`config.mk`:
```
export PLATFORM = sky130hd
export DESIGN_NAME = entropy_gen
export DESIGN_NICKNAME = d
export VERILOG_FILES = /design/src/verilog/entropy_pkg.sv /design/src/verilog/entropy_gen.sv
export SDC_FILE = /design/constraint.sdc
export NUM_CORES = 1
export LEC_CHECK = 0
export BUFFER_PORTS_ARGS = -buffer_cell sky130_fd_sc_hd__buf_2
export CAP_MARGIN = 0
export CORE_ASPECT_RATIO = 0.6
export CORE_MARGIN = 3
export CORE_UTILIZATION = 35
export DETAILED_ROUTE_END_ITERATION = 7
export PLACE_DENSITY = 0.53
export SYNTH_ARGS = -nofsm -noshare
export SYNTH_HDL_FRONTEND = slang
export SYNTH_SLANG_ARGS = --single-unit
```
`constraint.sdc`:
```
create_clock -name clk -period 2.95 [get_ports clk]
set_input_delay 0.885 -clock clk [delete_from_list [all_inputs] [get_ports clk]]
set_output_delay 0.885 -clock clk [all_outputs]
set_load 0.02 [all_outputs]
```
`src/verilog/entropy_pkg.sv`:
```
// Constants shared by the random byte generator: register map, fields, timing.
// Assumes a 125 MHz system clock and a byte-wide special function register bus.
`default_nettype none

package entropy_pkg;
    // =====================================================================
    // Register map
    // =====================================================================
    localparam logic [7:0] ADDR_ENTROPY_CONTROL  = 8'hD6;
    localparam logic [7:0] ADDR_ENTROPY_BYTE_OUT = 8'hD7;
    localparam logic [7:0] CONTROL_RESET         = 8'h40;
    localparam logic [7:0] BYTE_OUT_RESET        = 8'h00;
    localparam int         BIT_POWER_ON          = 7;
    localparam int         BIT_BIAS_FIX          = 6;
    localparam int         BIT_AVAILABLE         = 5;
    localparam int         BYTE_BITS             = 8;

    // =====================================================================
    // Timing
    // =====================================================================
    localparam int CLK_MHZ          = 125;
    localparam int STARTUP_US       = 250;
    localparam int STARTUP_CYCLES   = STARTUP_US * CLK_MHZ;
    localparam int BYTE_RAW_US      = 100;
    localparam int BYTE_RAW_CYCLES  = BYTE_RAW_US * CLK_MHZ;
    localparam int BIT_RAW_CYCLES   = BYTE_RAW_CYCLES / BYTE_BITS;
    localparam int DELAY_W          = 16;

    typedef enum logic [1:0] {
        GEN_OFF,
        GEN_START,
        GEN_RUN
    } gen_state_t;
endpackage

`default_nettype wire

```
`src/verilog/entropy_gen.sv`:
```
// True random byte generator: noise bits, optional bias removal, byte packing.
// Bytes pass a one-entry stage into the data register, so one unread byte waits.
// Assumes sfr_* accesses are one-cycle strobes synchronous to clk and that the
// noise source presents one raw bit per noise_valid strobe.
// Byte timing is paced by counters; real noise makes the interval vary per byte.
`default_nettype none

module entropy_gen
    import entropy_pkg::*;
#(
    parameter int STARTUP_DELAY = STARTUP_CYCLES,
    parameter int BIT_DELAY     = BIT_RAW_CYCLES
) (
    input  wire logic       clk,
    input  wire logic       rst,
    input  wire logic [7:0] sfr_addr,
    input  wire logic       sfr_wr,
    input  wire logic [7:0] sfr_wdata,
    input  wire logic       sfr_rd,
    output logic      [7:0] sfr_rdata,
    input  wire logic       core_standby,
    input  wire logic       noise_bit,
    input  wire logic       noise_valid,
    output logic            new_byte_interrupt
);
    // =====================================================================
    // Local constants
    // =====================================================================
    // Last bit index of the packer and the value the read bus shows when idle.
    localparam logic [2:0] LAST_BIT   = 3'(BYTE_BITS - 1);
    localparam logic [7:0] RDATA_IDLE = 8'h00;

    // =====================================================================
    // Control register
    // =====================================================================
    logic       generator_power_on_reg;
    logic       bias_fix_enable_reg;
    logic       byte_available_flag_reg;
    logic [7:0] entropy_byte_out_reg;
    logic [7:0] control_read;
    logic       ctl_wr;
    logic       dat_rd;
    logic       power_rise;

    // Strobe decode; writing one while already powered does not restart the wait.
    assign ctl_wr     = sfr_wr && (sfr_addr == ADDR_ENTROPY_CONTROL);
    assign dat_rd     = sfr_rd && (sfr_addr == ADDR_ENTROPY_BYTE_OUT);
    assign power_rise = ctl_wr && sfr_wdata[BIT_POWER_ON] && !generator_power_on_reg;

    // Only bits 7 and 6 are writable; the flag and low bits ignore writes.
    always_ff @(posedge clk) begin
        if (rst) begin
            generator_power_on_reg <= CONTROL_RESET[BIT_POWER_ON];
            bias_fix_enable_reg    <= CONTROL_RESET[BIT_BIAS_FIX];
        end else if (ctl_wr) begin
            generator_power_on_reg <= sfr_wdata[BIT_POWER_ON];
            bias_fix_enable_reg    <= sfr_wdata[BIT_BIAS_FIX];
        end
    end

    // Unused low bits always read as zero.
    always_comb begin
        control_read                = '0;
        control_read[BIT_POWER_ON]  = generator_power_on_reg;
        control_read[BIT_BIAS_FIX]  = bias_fix_enable_reg;
        control_read[BIT_AVAILABLE] = byte_available_flag_reg;
    end

    // Registered read data keeps the output straight off a flip-flop.
    always_ff @(posedge clk) begin
        if (rst) begin
            sfr_rdata <= RDATA_IDLE;
        end else if (sfr_rd && sfr_addr == ADDR_ENTROPY_CONTROL) begin
            sfr_rdata <= control_read;
        end else if (dat_rd) begin
            sfr_rdata <= entropy_byte_out_reg;
        end else begin
            sfr_rdata <= RDATA_IDLE;
        end
    end

    // =====================================================================
    // Sequencer: start-up delay then paced bit sampling
    // =====================================================================
    gen_state_t                         state_reg;
    logic [$clog2(STARTUP_DELAY+1)-1:0] wait_reg;
    logic [$clog2(BIT_DELAY+1)-1:0]     pace_reg;
    logic                               sample;

    // Standby is deliberately not consulted: the generator keeps running.
    always_ff @(posedge clk) begin
        if (rst || !generator_power_on_reg || power_rise) begin
            state_reg <= GEN_OFF;
            wait_reg  <= '0;
        end else begin
            case (state_reg)
                GEN_OFF: begin
                    state_reg <= GEN_START;
                    wait_reg  <= '0;
                end
                GEN_START: begin
                    wait_reg <= wait_reg + 1'b1;
                    if (wait_reg == ($bits(wait_reg))'(STARTUP_DELAY - 1)) begin
                        state_reg <= GEN_RUN;
                    end
                end
                GEN_RUN: state_reg <= GEN_RUN;
                default: state_reg <= GEN_OFF;
            endcase
        end
    end

    // Pacing sets the raw byte period; the corrector lengthens it by discards.
    always_ff @(posedge clk) begin
        if (rst || state_reg != GEN_RUN) begin
            pace_reg <= '0;
        end else if (pace_reg == ($bits(pace_reg))'(BIT_DELAY - 1)) begin
            pace_reg <= '0;
        end else begin
            pace_reg <= pace_reg + 1'b1;
        end
    end

    assign sample = (state_reg == GEN_RUN) && noise_valid &&
                    (pace_reg == ($bits(pace_reg))'(BIT_DELAY - 1));

    // =====================================================================
    // Bias corrector (von Neumann) and packer
    // =====================================================================
    logic       pair_half_reg;
    logic       pair_first_reg;
    logic       bit_ok;
    logic       bit_val;
    logic [7:0] shift_reg;
    logic [2:0] count_reg;
    logic       buf_valid_reg;
    logic [7:0] buf_data_reg;
    logic       buf_ready;

    // Pair tracking restarts whenever the corrector is off or the generator idles.
    always_ff @(posedge clk) begin
        if (rst || state_reg != GEN_RUN || !bias_fix_enable_reg) begin
            pair_half_reg  <= 1'b0;
            pair_first_reg <= 1'b0;
        end else if (sample) begin
            pair_half_reg  <= !pair_half_reg;
            pair_first_reg <= noise_bit;
        end
    end

    // Unequal pairs emit the first bit; equal pairs vanish.
    always_comb begin
        bit_val = bias_fix_enable_reg ? pair_first_reg : noise_bit;
        bit_ok  = sample && (!bias_fix_enable_reg ||
                  (pair_half_reg && (pair_first_reg != noise_bit)));
    end

    // A completed byte enters the buffer stage only while the stage is empty.
    assign buf_ready = !buf_valid_reg;

    // A full stage stalls the packer on its last bit; that bit is dropped, not kept.
    always_ff @(posedge clk) begin
        if (rst || state_reg != GEN_RUN) begin
            shift_reg <= '0;
            count_reg <= '0;
        end else if (bit_ok && !(count_reg == LAST_BIT && !buf_ready)) begin
            shift_reg <= {shift_reg[BYTE_BITS-2:0], bit_val};
            count_reg <= count_reg + 1'b1;
        end
    end

    // The stage empties into the data register as soon as the flag is clear.
    always_ff @(posedge clk) begin
        if (rst || power_rise) begin
            buf_valid_reg <= 1'b0;
            buf_data_reg  <= BYTE_OUT_RESET;
        end else if (bit_ok && count_reg == LAST_BIT && buf_ready) begin
            buf_valid_reg <= 1'b1;
            buf_data_reg  <= {shift_reg[BYTE_BITS-2:0], bit_val};
        end else if (buf_valid_reg && !byte_available_flag_reg) begin
            buf_valid_reg <= 1'b0;
        end
    end

    // =====================================================================
    // Data register, flag and interrupt
    // =====================================================================
    // A byte moves in only while the flag is clear, so a load and a read never collide.
    always_ff @(posedge clk) begin
        if (rst) begin
            entropy_byte_out_reg    <= BYTE_OUT_RESET;
            byte_available_flag_reg <= 1'b0;
        end else if (power_rise) begin
            entropy_byte_out_reg    <= BYTE_OUT_RESET;
            byte_available_flag_reg <= 1'b0;
        end else if (buf_valid_reg && !byte_available_flag_reg) begin
            entropy_byte_out_reg    <= buf_data_reg;
            byte_available_flag_reg <= 1'b1;
        end else if (dat_rd) begin
            byte_available_flag_reg <= 1'b0;
        end
    end

    // The interrupt copies the flag's next value so both move together.
    always_ff @(posedge clk) begin
        if (rst || power_rise) begin
            new_byte_interrupt <= 1'b0;
        end else if (buf_valid_reg && !byte_available_flag_reg) begin
            new_byte_interrupt <= 1'b1;
        end else if (dat_rd) begin
            new_byte_interrupt <= 1'b0;
        end
    end

    // =====================================================================
    // Checks
    // =====================================================================
    // Flag, interrupt and data register: flag and interrupt move together; the data register holds while the flag is set.
    AST_IRQ_FOLLOWS: assert property (@(posedge clk) disable iff (rst)
        new_byte_interrupt == byte_available_flag_reg)
        else $error("interrupt differs from flag");
    AST_IRQ_RISE_BYTE: assert property (@(posedge clk) disable iff (rst)
        $rose(new_byte_interrupt) |-> $past(buf_valid_reg))
        else $error("interrupt rose without a byte");
    AST_RISE_CLEARS: assert property (@(posedge clk) disable iff (rst)
        power_rise |=> !byte_available_flag_reg && entropy_byte_out_reg == BYTE_OUT_RESET)
        else $error("power-on edge did not clear");
    AST_READ_CLEARS: assert property (@(posedge clk) disable iff (rst)
        dat_rd && byte_available_flag_reg && !power_rise |=> !byte_available_flag_reg)
        else $error("data read did not clear flag");
    AST_SET_ON_BYTE: assert property (@(posedge clk) disable iff (rst)
        buf_valid_reg && !byte_available_flag_reg && !power_rise |=> byte_available_flag_reg)
        else $error("flag not set on fresh byte");
    AST_DATA_HELD: assert property (@(posedge clk) disable iff (rst)
        byte_available_flag_reg && !power_rise |=>
            entropy_byte_out_reg == $past(entropy_byte_out_reg))
        else $error("data changed while flag set");
    // Register bus: read data is registered and quiet between reads.
    AST_DATA_READ: assert property (@(posedge clk) disable iff (rst)
        dat_rd |=> sfr_rdata == $past(entropy_byte_out_reg))
        else $error("data read returned wrong byte");
    AST_CTRL_READ: assert property (@(posedge clk) disable iff (rst)
        sfr_rd && sfr_addr == ADDR_ENTROPY_CONTROL |=> sfr_rdata[BIT_AVAILABLE-1:0] == '0)
        else $error("unused control bits read nonzero");
    AST_RDATA_IDLE: assert property (@(posedge clk) disable iff (rst)
        !sfr_rd |=> sfr_rdata == RDATA_IDLE)
        else $error("read bus not idle without a read");
    AST_CTRL_WRITE: assert property (@(posedge clk) disable iff (rst)
        ctl_wr |=> bias_fix_enable_reg == $past(sfr_wdata[BIT_BIAS_FIX]))
        else $error("corrector enable not written");
    AST_POWER_WRITE: assert property (@(posedge clk) disable iff (rst)
        ctl_wr |=> generator_power_on_reg == $past(sfr_wdata[BIT_POWER_ON]))
        else $error("power bit not written");
    // Sequencer: no sampling before the start-up wait has run out.
    AST_NO_RUN_UNPOWERED: assert property (@(posedge clk) disable iff (rst)
        !generator_power_on_reg |=> state_reg != GEN_RUN)
        else $error("running while powered down");
    AST_STARTUP_WAIT: assert property (@(posedge clk) disable iff (rst)
        $rose(state_reg == GEN_RUN) |-> $past(wait_reg) ==
            ($bits(wait_reg))'(STARTUP_DELAY - 1))
        else $error("start-up delay wrong");
    AST_NO_EARLY_SAMPLE: assert property (@(posedge clk) disable iff (rst)
        state_reg != GEN_RUN |-> !sample)
        else $error("noise sampled before start-up ended");
    AST_STANDBY_RUNS: assert property (@(posedge clk) disable iff (rst)
        core_standby && state_reg == GEN_RUN && generator_power_on_reg && !ctl_wr |=>
            state_reg == GEN_RUN)
        else $error("generator stopped in standby");
    // Corrector and packer.
    AST_RAW_SHIFT: assert property (@(posedge clk) disable iff (rst)
        bit_ok && !bias_fix_enable_reg && count_reg != LAST_BIT |=>
            shift_reg[0] == $past(noise_bit))
        else $error("raw bit not shifted in");
    AST_STALL_HOLDS: assert property (@(posedge clk) disable iff (rst)
        bit_ok && count_reg == LAST_BIT && !buf_ready |=> count_reg == LAST_BIT)
        else $error("packer moved while stage full");
    AST_BUF_LOAD: assert property (@(posedge clk) disable iff (rst)
        bit_ok && count_reg == LAST_BIT && buf_ready && !power_rise |=> buf_valid_reg)
        else $error("completed byte not staged");
    AST_EQUAL_PAIR_DROPPED: assert property (@(posedge clk) disable iff (rst)
        sample && bias_fix_enable_reg && pair_half_reg &&
            pair_first_reg == noise_bit |-> !bit_ok)
        else $error("equal pair produced a bit");
    AST_FIRST_HALF_SILENT: assert property (@(posedge clk) disable iff (rst)
        sample && bias_fix_enable_reg && !pair_half_reg |-> !bit_ok)
        else $error("first half of pair produced a bit");

    // Main scenarios worth seeing at least once.
    COV_BYTE: cover property (@(posedge clk) $rose(byte_available_flag_reg));
    COV_READ: cover property (@(posedge clk) dat_rd && byte_available_flag_reg);
    COV_FIXED: cover property (@(posedge clk) bit_ok && bias_fix_enable_reg);
    COV_STALL: cover property (@(posedge clk) bit_ok && count_reg == LAST_BIT && !buf_ready);
    COV_STARTUP: cover property (@(posedge clk) $rose(state_reg == GEN_RUN));
endmodule

`default_nettype wire

```
==> run_results.csv <==
group,metric,value,unit
power_and_ir_drop,peakVddDrop,255,uV
routing,drt_iter0_drc,165,
logic_synthesis,syn_inst,345,
cells_and_area,finalNetCount,398,
routing,via_per_inst,5.19,
routing,num_vias,2487,
logic_synthesis,synthAdderAreaFrac,3.73,%
routing,drc,0,
sta,hold_slack,0.454,ns
logic_synthesis,yosys_warnings,0,
critical_path,crit_end,"count_reg[0]",
global_route,grt_max_degree,23,
cells_and_area,fillCellCount,823,
routing,wl,6760,um
status,status,"finished, final reports clean",
run,cap_viol_max_count,0,
cts,cts_resized,0,
cells_and_area,multi_input_area,1540,sq um
die,rows,25,
cts,post_cts_buffers,0,
power_and_ir_drop,swShare,20.3,%
logic_synthesis,synthMuxAreaShare,5.67,%
cells_and_area,post-route-util,43.9,%
routing,met3_length,453,um
critical_path,path_max_fanout,11,
power_and_ir_drop,p_int,1.67,mW
sta,setup_tns,0,ns
global_route,antenna_found_initial,0,
cts,insertion_delay,0.33,ns
logic_synthesis,yosys.area_share.simple,25.5,%
critical_path,cp-start-kind,"register",
global_route,grt_first_pass_wirelength,11300,um
placement,port_buffers,24,
logic_synthesis,synth_nets,377,
global_route,grt_pass1_vias,2281,
logic_synthesis,synth-seq-cells,68,
sta,worst_pin_slew,0.755,ns
routing,top_layer,"met4",
sta,rsz0062_at_grt,"no",
sta,max_freq,422,MHz
cts,cts.htree.levels,3,
worst_hold_path,worstHoldPathCells,2,
logic_synthesis,synth_top_family_by_area,"simple AND/OR/NAND/NOR gates",
cells_and_area,largest_reg_flops,15,
sta,setup_violations,0,
sta,finClkSkew,0.00417,ns
cells_and_area,mostFrequentLayoutCells,"68 x dfxtp_1, 42 x nand2_1, 29 x nor2_1",
sta,final-hold-violation-count,0,
global_route,track_usage,14.4,%
logic_synthesis,synth_edf_count,0,
routing,final_antenna_net_count,0,
routing,routedWlPerCell,14.1,um
logic_synthesis,synth_compound_gate_area_share,13.0,%
critical_path,reg2reg_slack,0.58,ns
critical_path,reg2regPathDepth,4,
critical_path,arrival,2.64,ns
die,coreArea,8130,sq um
routing,firstDrtPassIters,7,
die,die_h,78.0,um
critical_path,r2r_start,"pace_reg[2]",
worst_hold_path,worstHoldPathType,"register to register",
power_and_ir_drop,seqPwrFrac,43.7,%
sta,finalMaxSlewViolations,0,
power_and_ir_drop,power.static_leakage,1.18,nW
routing,wl_met2,2480,um
placement,hpwlAfterDp,4800,um
placement,dpl-instance-area,3240,sq um
power_and_ir_drop,combPwrFrac,1.1,%
cts,cts-root-buf,"clkbuf_16",
cells_and_area,n_antenna_cell,0,
cells_and_area,drive_above_1_share,14.8,%
sta,finalCriticalPeriod,2.37,ns
cts,cts_tree,"yes",
critical_path,cp-end-kind,"register",
die,start_util,37.2,%
logic_synthesis,synth-xor-area-share,3.19,%
critical_path,required,3.21,ns
cts,clock_path_buffers,2,
critical_path,crit_type,"register to register",
power_and_ir_drop,total_power,2.10,mW
cells_and_area,regArea,1360,sq um
cts,clk_pin_slew,0.06,ns
placement,gp_congestion,0.791,
sta,min_period_over_period,80.4,%
logic_synthesis,syn_area,3020,sq um
power_and_ir_drop,clockPowerShare,55.1,%
routing,drt-met1-wl,3710,um
critical_path,r2r-end,"count_reg[0]",
cts,ctsHoldBuffers,0,
logic_synthesis,synth_ff_type,"dfxtp_1",
logic_synthesis,synth_cell_types,44,
cells_and_area,final_design_area_no_fill,3570,sq um
cells_and_area,area_delta_synth_final,18.1,%
cts,cts_made_buffers,9,
cells_and_area,final_common_cell,"dfxtp_1",
logic_synthesis,synth-async-reset-ratio,0,%
die,die_w,126,um
sta,max_slew_margin,49.0,%
critical_path,critical_path.startpoint,"pace_reg[2]",
cts,clock_sinks,68,
die,io_pins,32,
logic_synthesis,avgSynthCellArea,8.76,sq um
power_and_ir_drop,cellPowerDensity,589,nW/um^2
global_route,grt_remaining_overflow,0,
logic_synthesis,yosysSeqAreaShare,45.1,%
power_and_ir_drop,switching_power,0.427,mW
die,die_area,9820,sq um
## synth_stat cells, drive strengths merged (5+ instances only)
cell type	number	share of area (%)
mux2i	16	5.3
nand3b	5	1.2
nand2b	5	1.0
nor3	9	1.5
buf	9	1.3
and2	6	1.2
ha	9	3.7
nand3	14	2.3
nand2	42	5.2
inv	10	1.2
o21ai	6	0.99
a21oi	26	4.3
nor2	29	3.6
o31ai	11	2.7
clkbuf	11	1.4
nand4	10	2.1
xnor2	9	2.6
dfxtp	68	45
## worst max-delay path: stages (launching register included)
cell and delay [ns]:
dfxtp_1 0.36, or4_4 0.54, or4_1 0.77, or4_1 0.48, a21oi_1 0.15
## logic make-up after synthesis
kind of cell	count (synthesis)
adder cells (fa/ha/maj)	9
multiplexers	17
flip-flops	68
buffers and inverters	30
AO/OA/AOI/OAI	61
AND/OR/NAND/NOR	149
XOR/XNOR	11
## layout make-up
class,instances,area share (%)
Clock buffer,9,6.31
Clock inverter,7,2.81
Inverter,10,1.05
Multi-Input combinational cell,247,43.2
Sequential cell,68,38.2
Tap cell,108,3.79
Timing Repair Buffer,30,4.63
## how the worst min path moves through the flow
stage | to | slack (ns) | startpoint
3_3_place_gp | sfr_rdata[1] | 0.44 | entropy_byte_out_reg[1]
6_report | entropy_byte_out_reg[3] | 0.45 | entropy_byte_out_reg[3]
5_1_grt | entropy_byte_out_reg[4] | 0.47 | buf_data_reg[4]
3_5_place_dp | sfr_rdata[1] | 0.45 | entropy_byte_out_reg[1]
2_1_floorplan | sfr_rdata[0] | 0.43 | entropy_byte_out_reg[0]
4_1_cts | entropy_byte_out_reg[1] | 0.46 | entropy_byte_out_reg[1]
## metrics by stage
stage | worst slack [ns] | cells
after floorplan | 0.517 | 345
final | 0.578 | 479
after detailed placement | 0.552 | 463
after CTS | 0.568 | 479
after global routing | 0.470 | 479
after global placement | 0.601 | 463
## metal layers
metal,GRT usage [%],vias to the layer above
met5,0,-
met4,6.10,0
li1,-,1275
met1,21.5,1138
met2,18.6,64
met3,4.40,10
## power groups by stage
| stage | Sequential [mW] | Clock [mW] | Combinational (mW) |
|---|---|---|---|
| finish | 0.919 | 1.16 | 0.0240 |
| global route | 0.918 | 1.21 | 0.0262 |
| CTS | 0.918 | 1.18 | 0.0242 |
| detailed placement | 0.939 | 0 | 0.0241 |
| global placement | 0.939 | 0 | 0.0235 |
| floorplan | 0.939 | 0 | 0.0115 |
Power figures use the tool's default switching activity.
